File: src/jitter_attenuator_map.svh
// Constants of the elastic buffer and the digital smoothing loop
`ifndef JITTER_ATTENUATOR_MAP_SVH
`define JITTER_ATTENUATOR_MAP_SVH
`define FIFO_DEPTH_MAX      32
`define FIFO_DEPTH_SMALL    16
`define FIFO_PTR_W          5
`define FIFO_LIMIT_MARGIN   2
`define FIFO_CENTRE_SMALL   8
`define FIFO_CENTRE_LARGE   16
`define NCO_W               24
`define NCO_STEP_RESET      24'h400000
`define GAIN_SHIFT_LOW_BW   8
`define GAIN_SHIFT_HIGH_BW  4
`define RATE_BIAS_E3        24'h000000
`define RATE_BIAS_DS3       24'h000100
`define RATE_BIAS_STS1      24'h000200
`endif

File: src/jitter_attenuator_pkg.sv
// Types of the jitter attenuator
package jitter_attenuator_pkg;
   typedef struct packed {
      logic positive_rail;
      logic negative_rail;
   } rail_pair_type;
   typedef enum logic [1:0] {
      RATE_E3,
      RATE_DS3,
      RATE_STS1
   } rate_mode_type;
endpackage : jitter_attenuator_pkg

File: src/jitter_attenuator.sv
// Jitter attenuator: elastic rail FIFO and digital smoothing loop
// What this block does
// - Digital loop locks to the jittery line clock, making a same-rate smoothed clock
// - Smoothed clock drives the smoothed clock output pin
// - Data is written on line clock edges and read on smoothed clock edges
// - Limit flag rises when occupancy is within 2 of full
// - FIFO carries both rails with selectable depth of 16 or 32
// - Read data appears on smoothed rail outputs, timed by the smoothed clock
// - Loop gain set by bandwidth select; rate mode sets the nominal step offset
// - Gapped input clock yields a continuous, ungapped smoothed clock
// - Positive rail sampled on falling line edge when edge select high, else rising
`timescale 1ns/1ps
`include "jitter_attenuator_map.svh"

module rail_fifo #(
   parameter int WIDTH = 2,
   parameter int DEPTH = 32,
   parameter int PTR_W = 5
) (
   // Clock and reset
   input  wire logic             ref_clk_i,
   input  wire logic             sys_rst_i,
   // Depth control
   input  wire logic [PTR_W:0]   depth_i,
   // Fill side
   input  wire logic             in_valid_i,
   output logic                  in_ready_o,
   input  wire logic [WIDTH-1:0] in_data_i,
   // Drain side
   output logic                  out_valid_o,
   input  wire logic             out_ready_i,
   output logic [WIDTH-1:0]      out_data_o,
   // Occupancy
   output logic [PTR_W:0]        level_o
);
   logic [WIDTH-1:0] mem [DEPTH];
   logic [PTR_W-1:0] wr_ptr;
   logic [PTR_W-1:0] rd_ptr;
   logic [PTR_W:0]   count;
   wire              do_write = in_valid_i & in_ready_o;
   wire              do_read  = out_valid_o & out_ready_i;
   // Pointers wrap at the selected depth, so the depth may change only in reset
   wire [PTR_W-1:0]  last     = PTR_W'(depth_i - 1'b1);
   // A full buffer refuses the write and the caller drops it

   assign in_ready_o  = (count < depth_i);
   assign out_valid_o = (count != '0);
   assign out_data_o  = mem[rd_ptr];
   assign level_o     = count;

   always_ff @(posedge ref_clk_i) begin
      if (do_write) begin
         mem[wr_ptr] <= in_data_i;
      end
   end

   always_ff @(posedge ref_clk_i) begin
      if (sys_rst_i) begin
         wr_ptr <= '0;
         rd_ptr <= '0;
         count  <= '0;
      end else begin
         if (do_write) begin
            wr_ptr <= (wr_ptr == last) ? '0 : wr_ptr + 1'b1;
         end
         if (do_read) begin
            rd_ptr <= (rd_ptr == last) ? '0 : rd_ptr + 1'b1;
         end
         count <= count + (PTR_W+1)'(do_write) - (PTR_W+1)'(do_read);
      end
   end
endmodule : rail_fifo

module jitter_attenuator (
   // Clock and reset
   input  wire logic                               ref_clk_i,
   input  wire logic                               sys_rst_i,
   // Line side
   input  wire logic                               line_clock_i,
   input  wire logic                               positive_rail_in_i,
   input  wire logic                               negative_rail_in_i,
   // Configuration
   input  wire logic                               sample_edge_select_i,
   input  wire logic                               loop_bandwidth_select_i,
   input  wire logic                               deep_fifo_select_i,
   input  wire jitter_attenuator_pkg::rate_mode_type rate_mode_i,
   // Terminal side
   output logic                                    smoothed_clock_out_o,
   output logic                                    smoothed_positive_rail_out_o,
   output logic                                    smoothed_negative_rail_out_o,
   // Status
   output logic                                    fifo_limit_flag_o
);
   localparam int PW = `FIFO_PTR_W;
   localparam int NW = `NCO_W;

   // Depth and loop centre both follow the synchronised depth select
   function automatic logic [PW:0] fill_depth(input logic deep);
      return deep ? (PW+1)'(`FIFO_DEPTH_MAX) : (PW+1)'(`FIFO_DEPTH_SMALL);
   endfunction : fill_depth
   function automatic logic [PW:0] fill_centre(input logic deep);
      return deep ? (PW+1)'(`FIFO_CENTRE_LARGE) : (PW+1)'(`FIFO_CENTRE_SMALL);
   endfunction : fill_centre

   // Two-stage synchronisers, three for the line clock; its edges are read from stages two and three
   logic [2:0] clk_s;
   logic [1:0] pos_s1, pos_s2, neg_s1, neg_s2;
   logic       ces_s1, ces_s2, bws_s1, bws_s2, dsel_s1, dsel_s2;
   // Rate mode is a pin as well, so it gets the same two stages
   jitter_attenuator_pkg::rate_mode_type rate_s1, rate_s2;

   always_ff @(posedge ref_clk_i) begin
      clk_s   <= {clk_s[1:0], line_clock_i};
      pos_s1  <= {pos_s1[0], positive_rail_in_i};
      neg_s1  <= {neg_s1[0], negative_rail_in_i};
      ces_s1  <= sample_edge_select_i;
      ces_s2  <= ces_s1;
      bws_s1  <= loop_bandwidth_select_i;
      bws_s2  <= bws_s1;
      dsel_s1 <= deep_fifo_select_i;
      dsel_s2 <= dsel_s1;
      rate_s1 <= rate_mode_i;
      rate_s2 <= rate_s1;
   end
   assign pos_s2 = pos_s1;
   assign neg_s2 = neg_s1;

   // Edge detection on synchronised line clock
   wire line_rise  = clk_s[1] & ~clk_s[2];
   wire line_fall  = ~clk_s[1] & clk_s[2];
   wire pos_sample = ces_s2 ? line_fall : line_rise;
   // Rail data is aligned with the clock stages it travelled beside
   wire line_push  = pos_sample;

   // FIFO
   wire [PW:0] depth  = fill_depth(dsel_s2);
   // Centre is where the loop wants the fill level to sit
   wire [PW:0] centre = fill_centre(dsel_s2);
   jitter_attenuator_pkg::rail_pair_type wr_word, rd_word;
   assign wr_word.positive_rail = pos_s2[1];
   assign wr_word.negative_rail = neg_s2[1];
   logic       fifo_in_ready, fifo_out_valid, read_strobe;
   logic [PW:0] level;

   rail_fifo #(.WIDTH(2), .DEPTH(`FIFO_DEPTH_MAX), .PTR_W(PW)) u_fifo (
      .ref_clk_i   (ref_clk_i),
      .sys_rst_i   (sys_rst_i),
      .depth_i     (depth),
      .in_valid_i  (line_push),
      .in_ready_o  (fifo_in_ready),
      .in_data_i   (wr_word),
      .out_valid_o (fifo_out_valid),
      .out_ready_i (read_strobe),
      .out_data_o  (rd_word),
      .level_o     (level)
   );

   // Smoothing loop: NCO steered by fill error, gain from bandwidth, step offset from rate
   logic [NW-1:0] step, phase;
   wire  [NW:0]   phase_sum = {1'b0, phase} + {1'b0, step};
   logic [NW-1:0] rate_bias;
   always_comb begin
      case (rate_s2)
         jitter_attenuator_pkg::RATE_E3:   rate_bias = `RATE_BIAS_E3;
         jitter_attenuator_pkg::RATE_DS3:  rate_bias = `RATE_BIAS_DS3;
         jitter_attenuator_pkg::RATE_STS1: rate_bias = `RATE_BIAS_STS1;
         default:                          rate_bias = `RATE_BIAS_E3;
      endcase
   end
   wire signed [NW-1:0] fill_err = NW'($signed({1'b0, level}) - $signed({1'b0, centre}));
   wire [4:0] gain_shift = bws_s2 ? 5'(`GAIN_SHIFT_HIGH_BW)
                                  : 5'(`GAIN_SHIFT_LOW_BW);
   // Small correction proportional to fill error per line edge keeps bandwidth narrow, which is the point
   wire signed [NW-1:0] correction = (fill_err <<< (NW/2)) >>> gain_shift;
   // Nominal step must match the line rate; the loop only trims a small offset
   wire [NW-1:0] next_step = NW'(`NCO_STEP_RESET) + rate_bias + NW'(correction);

   // Smoothed clock runs at half the NCO overflow rate, never gaps
   wire nco_tick = phase_sum[NW];
   logic smooth_clk;
   wire  next_smooth_clk = smooth_clk ^ nco_tick;
   assign read_strobe = nco_tick & smooth_clk;
   // Underflow repeats zeros rather than stale data
   wire pos_out = fifo_out_valid & rd_word.positive_rail;
   wire neg_out = fifo_out_valid & rd_word.negative_rail;
   // Limit flag follows the live fill level in both directions
   wire near_full = (level >= depth - (PW+1)'(`FIFO_LIMIT_MARGIN));

   always_ff @(posedge ref_clk_i) begin
      if (sys_rst_i) begin
         phase      <= '0;
         step       <= `NCO_STEP_RESET;
         smooth_clk <= 1'b0;
      end else begin
         phase <= phase_sum[NW-1:0];
         if (line_push) begin
            step <= next_step;
         end
         if (nco_tick) begin
            smooth_clk <= next_smooth_clk;
         end
      end
   end

   // Outputs registered; data changes on smoothed clock falling edge
   always_ff @(posedge ref_clk_i) begin
      if (sys_rst_i) begin
         smoothed_clock_out_o         <= 1'b0;
         smoothed_positive_rail_out_o <= 1'b0;
         smoothed_negative_rail_out_o <= 1'b0;
         fifo_limit_flag_o            <= 1'b0;
      end else begin
         // Clock and data share one register stage, so data moves as the clock falls
         smoothed_clock_out_o <= next_smooth_clk;
         if (read_strobe) begin
            smoothed_positive_rail_out_o <= pos_out;
            smoothed_negative_rail_out_o <= neg_out;
         end
         fifo_limit_flag_o <= near_full;
      end
   end
   // Writes on full are dropped; the limit flag warns two bits ahead
   wire unused_ready = fifo_in_ready;
endmodule : jitter_attenuator

File: config.mk
export PLATFORM = sky130hd
export DESIGN_NAME = jitter_attenuator
export DESIGN_NICKNAME = d
export VERILOG_FILES = /design/src/jitter_attenuator_pkg.sv /design/src/jitter_attenuator.sv
export VERILOG_INCLUDE_DIRS = /design/src /design/src/src
export SDC_FILE = /design/constraint.sdc
export NUM_CORES = 1
export LEC_CHECK = 0
export BUFFER_PORTS_ARGS = -buffer_cell sky130_fd_sc_hd__buf_2
export CAP_MARGIN = 20
export CORE_AREA = 2 2 117 119
export CTS_BUF_LIST = sky130_fd_sc_hd__clkbuf_16
export DETAILED_ROUTE_END_ITERATION = 10
export DIE_AREA = 0 0 119 121
export PLACE_DENSITY_LB_ADDON = 0.2
export SLEW_MARGIN = 20
export SYNTH_ARGS = -nofsm -noshare
export SYNTH_HDL_FRONTEND = slang
export SYNTH_SLANG_ARGS = --single-unit
File: constraint.sdc
create_clock -name ref_clk_i -period 3.95 [get_ports ref_clk_i]
set_input_delay 0.1975 -clock ref_clk_i [delete_from_list [all_inputs] [get_ports ref_clk_i]]
set_output_delay 0.1975 -clock ref_clk_i [all_outputs]
set_load 0.01 [all_outputs]
Word-level counts from Yosys, hierarchy flattened
Memories as Yosys holds them, arrays and structs flattened. A register that Yosys moved wholly into a read port is not among the register bits.
Index checks and enable logic that the tools add are counted.
- logic and storage cells: 61
- bits in registers: 86
- memories kept: 1
- bits in writable memories: 64
- output and inout bits: 4
- reductions and logical operators: 1
- add/sub/neg operators: 10
- magnitude comparators: 2
- muxes and demuxes: 11
- bitwise operators: 10
- shifts and indexed selects: 1
- eq/ne operators: 4
- memories (name ; words ; width ; rd ports ; clocked after Yosys merged registers in ; write ports ; line ; RTL):
    u_fifo.mem ; 32 ; 2 ; 1 ; 1 ; 1 ; jitter_attenuator.sv:36 ; logic [WIDTH-1:0] mem [DEPTH];
- operators by type and width (kind ; number):
    adder 24 x 24 -> 25 bit ; 1
    2-to-1 mux 5 bit ; 5
    adder 23 x 24 -> 24 bit (first input constant) ; 1
    adder 24 bit ; 1
    >>> shifter 19 x 4 -> 24 bit ; 1
    case mux 10 bit (2 select lines) ; 1
    adder 5 x 1 -> 5 bit (second input constant) ; 2
    == test 5 bit ; 2
    AND 1 bit ; 7
    subtractor 6 x 5 -> 7 bit ; 1
    adder 6 x 1 -> 6 bit ; 1
    greater-or-equal comparator 6 bit ; 1
    less-than comparator 6 bit ; 1
    2-to-1 mux 6 bit ; 1
    nonzero test 6 bit ; 1
    subtractor 6 x 1 -> 6 bit ; 1
    subtractor 6 x 2 -> 6 bit (second input constant) ; 1
    subtractor 5 x 1 -> 5 bit (second input constant) ; 1
    2-to-1 mux 4 bit ; 1
    2-to-1 mux 1 bit ; 3
    == test 2 x 1 -> 1 bit (second input constant) ; 1
    == test 2 bit (second input constant) ; 1
    NOT 1 bit ; 2
    XOR 1 bit ; 1

Longest topological paths before layout
- depth after elaboration: 6
- gate-level depth with buffers: 19
- gate-level depth less buffers: 19

Modules after synthesis
Synthesis repeated with hierarchy kept, for this count alone.
- cell total of the unflattened synthesis: 678
- area, all modules: 7462.2 um^2
- by module, submodules not included (module ; cells each ; area an instance (um^2) ; instances):
    rail_fifo ; 285 ; 3981.3 ; 1
    jitter_attenuator ; 393 ; 3480.8 ; 1

Worst setup path after synthesis
OpenSTA, ideal clock, no wires.
- path type: register to register
- from: register step[0]
- to: register u_fifo.count[4], in the netlist u_fifo.level_o[4]
- setup slack: 0.203 ns
- library setup time: 0.128 ns
- cell stages (with the launch flop): 20
- arrival: 3.619 ns
- clock period less this slack: 3.747 ns
- data required time: 3.822 ns
- cell sequence: dfxtp_1 ha_1 fa_1 a211o_1 a21oi_2 nor3_1 o21ai_1 o31ai_2 ha_1 o31ai_1 inv_1 ha_1 inv_1 ha_1 fa_1 a21oi_1 nor2_1 nor2_1 xor2_1 nor2_1
- cells in the longest elaborated chain, start to end: 4
- ends and longest elaborated chain (item ; line ; RTL):
    from (decl) ; jitter_attenuator.sv:159 ; logic [NW-1:0] step, phase;
    from (signal assigned) ; jitter_attenuator.sv:192 ; step <= `NCO_STEP_RESET;
    from (signal assigned) ; jitter_attenuator.sv:197 ; step <= next_step;
    adder 24 x 24 -> 25 bit ; jitter_attenuator.sv:160 ; wire [NW:0] phase_sum = {1'b0, phase} + {1'b0, step};
    AND 1 bit ; jitter_attenuator.sv:182 ; assign read_strobe = nco_tick & smooth_clk;
    AND 1 bit ; jitter_attenuator.sv:41 ; wire do_read = out_valid_o & out_ready_i;
    subtractor 6 x 1 -> 6 bit ; jitter_attenuator.sv:69 ; count <= count + (PTR_W+1)'(do_write) - (PTR_W+1)'(do_read);
    to (signal assigned) ; jitter_attenuator.sv:69 ;
    to (decl) ; jitter_attenuator.sv:39 ; logic [PTR_W:0] count;
No other way between the ends.
A chain may end at the register's enable or synchronous reset.

Worst setup path in the final report
- from: register step[0]
- to: register u_fifo.count[5], in the netlist u_fifo.level_o[5]
The elaborated chain is that of the path after synthesis.

==> results.yml <==
power:
  ir_worst_vdd_uv: 374
  pwr-share-seq: 0.459
  p_leak_nw: 3.12
  p_clk_frac: 0.386
  p_int_w: 0.00286
  p_per_area_nw_per_um2: 487
  switchingPower_w: 0.00106
  switching_share: 0.270
  combPwrFrac: 0.155
setup_path:
  required_ps: 4230
  worstPathMaxFanout: 3
  cpMaxStageDelayCell: "fa_2"
  startpoint_type: "flip-flop"
  cp_common_cell: "ha_1"
  setup.worst_path.end_class: "flip-flop"
  crit_type: "flip-flop to flip-flop"
  path_cells: "ha_1 > fa_2 > a211o_1 > a21oi_2 > nor3_1 > o21ai_2 > o31ai_2 > ha_1 > o31ai_1 > inv_1 > ha_1 > inv_1 > ha_1 > a21o_1 > a21oi_2 > o21bai_1 > a21oi_1 > xnor2_1 > nor2_1"
  cp_slowest_stage_delay_ps: 370
  critical_path_arrival_ps: 3990
cts:
  cts_tree: "yes"
  clock-root-buffer: "clkbuf_16"
  cts.sinks: 154
  clock_latency_ps: 430
  clockBufferDepth: 2
  clkTransAtPathRegs_ps: 60
  numCtsBuffers: 17
  h-tree-depth: 4
drt:
  wl_um: 14200
  num_vias: 4786
  post-route-drc-count: 0
  viasPerCell: 5.58
  dr.pass1.iters: 4
  drtIter0Drc: 217
  wl_per_cell_um: 16.6
  ant_nets: 0
synth:
  yosysTopAreaCellShare: 0.268
  synth_area_um2: 7180
  synthTopCellsByArea: "edfxtp_1 27%, dfxtp_1 25%, ha_1 7.7%"
  yosysTopAreaCell: "edfxtp_1"
  synthesis.nets: 701
  syn_avg_cell_area_um2: 11.2
  synth-warning-count: 0
  synthDistinctLibCells: 70
  ys_ff_latch: 154
  ys_seq_area_frac: 0.519
  postSynth.asyncResetShare: 0
  syn-instance-count: 643
  ys.flop_type: "dfxtp_1"
  synth_edf_count: 64
timing:
  setup_viol: 0
  tightestPinTransition_ps: 1020
  post-route-period-util: 0.939
  setup_tns_ps: 0
  finalHoldViolCount: 0
  clock_skew_ps: 8.00
  rsz0062_at_grt: "false"
  slew_violations: 0
  whs_ps: 327
  max_slew_margin: 0.317
  clock.fmax_ghz: 0.270
  period_needed_ps: 3710
die:
  die_x_um: 119
  die_area_um2: 14400
  ios: 14
  die_h_um: 121
  coreArea_um2: 13100
  initial_utilization: 0.549
  rows: 42
status:
  status: "complete, no violations"
global_route:
  globalRouteOverflowTotal: 0
  antenna_found_initial: 0
  grt_max_degree: 48
  grt_usage: 0.215
  grt_pass1_vias: 4847
  grt_pass1_wl_um: 23700
finish:
  nFillCells: 1055
  n_antenna_cell: 0
  num-nets-final: 727
  layout-drive-gt1-share: 0.142
  layout.cells.non_filler: 858
  syn_to_final_growth_pct: 12.2
placed_design:
  port-buffer-count: 13
  post-place-cells: 817
  gp_congestion: 0.906
  hpwl_um: 9870
run:
  max-cap-violations: 0
worst_hold_path:
  worstHoldPathType: "flip-flop to flip-flop"
## timing repair
| action | in CTS | in global routing |
|---|---|---|
| hold endpoints to repair | 8 | 0 |
| resized for setup | 0 | 4 |
| hold buffers | 8 | 0 |
| buffers inserted | 0 | 1 |
| endpoints found under the setup margin | 0 | 2 |
## synth_stat cells, types with 7 or more instances
cell	number
xnor2_1	13
xor2_1	14
o21ai_0	14
edfxtp_1	64
a21o_1	16
nor2_1	90
nor3_1	17
mux2_2	8
dfxtp_1	90
mux4_2	17
nor2b_1	11
ha_1	44
and2_1	7
nand4_1	7
clkbuf_1	13
nand2_1	49
a21oi_1	40
inv_1	23
## area by class of cell
cell class | instances | area [um^2] | area share
Sequential cell | 154 | 3720 | 0.462
Multi-Input combinational cell | 444 | 3270 | 0.406
Clock buffer | 17 | 425 | 0.0528
Tap cell | 176 | 220 | 0.0273
Timing Repair Buffer | 29 | 205 | 0.0255
Clock inverter | 15 | 124 | 0.0154
Inverter | 23 | 86.3 | 0.0107
## metal layers
metal	vias to the layer above	GRT usage	share of wire
li1	2379	-	-
met4	0	0.0833	0.018
met1	2318	0.247	0.42
met5	-	0	0
met2	65	0.390	0.53
met3	24	0.0489	0.028
## logic make-up after synthesis
kind of cell	count (synthesis)	synth area share
AOI/OAI and AO/OA	125	0.122
and+or+nand+nor	215	0.140
xor gates and xnor gates	27	0.0329
buffers and inverters	45	0.0272
DFF	154	0.519
muxes	29	0.0716
adders and majority gates	48	0.0879
## cell usage in the layout (no fill, tap or decap), types with 11 or more instances in the layout
cell type  instances
buf_2             13
o21ai_0           14
clkbuf_16         17
nand2_1           49
ha_1              44
edfxtp_1          64
nor3_1            17
xor2_1            14
inv_1             24
dfxtp_1           90
xnor2_1           13
nor2b_1           11
mux4_2            17
a21oi_1           39
nor2_1            90
a21o_1            16
## worst max-delay path, delay by kind of cell (launching register included)
kind / cells / cell delay [ps]
compound gates: 9 / 1530
xor+xnor: 1 / 150
fa+ha+maj: 5 / 1280
buf+inv: 2 / 150
flops: 1 / 310
simple gates: 2 / 150
## power groups by stage
stage	clock network [W]	logic [W]	registers [W]
floorplan	0	0.000474	0.00181
global placement	0	0.000572	0.00183
detailed placement	0	0.000594	0.00183
CTS	0.00154	0.000607	0.00180
global route	0.00161	0.000680	0.00181
finish	0.00152	0.000607	0.00180
## final timing paths
kind,slack (ps),from,endpoint,cells past startpoint
worst max register to register,240,step[0],u_fifo.level_o[5],19
worst max-delay path,240,step[0],u_fifo.level_o[5],19
worst min-delay path,330,ces_s1,ces_s2,0
worst min register to register,330,ces_s1,ces_s2,0
## metrics by stage
step,area [um^2],setup slack (ps),total power (W),utilization
2_1_floorplan,7180,203,0.00229,-
3_3_place_gp,7410,179,0.00240,0.566
3_5_place_dp,7410,90.1,0.00243,0.566
4_1_cts,8040,95.7,0.00395,0.614
5_1_grt,8060,9.89,0.00410,0.616
6_report,8060,240,0.00392,0.616
## flip-flops by register name (all words and copies together), names as in the netlist, 2 cells and up, named ones only
register / flops
clk_s: 3
phase: 24
pos_s1: 2
step: 23
rate_s1: 2
rate_s2: 2
u_fifo.level_o: 6
u_fifo.rd_ptr: 5
neg_s1: 2
u_fifo.mem: 64
u_fifo.wr_ptr: 5
No activity file was read; power rests on OpenSTA's default activity.
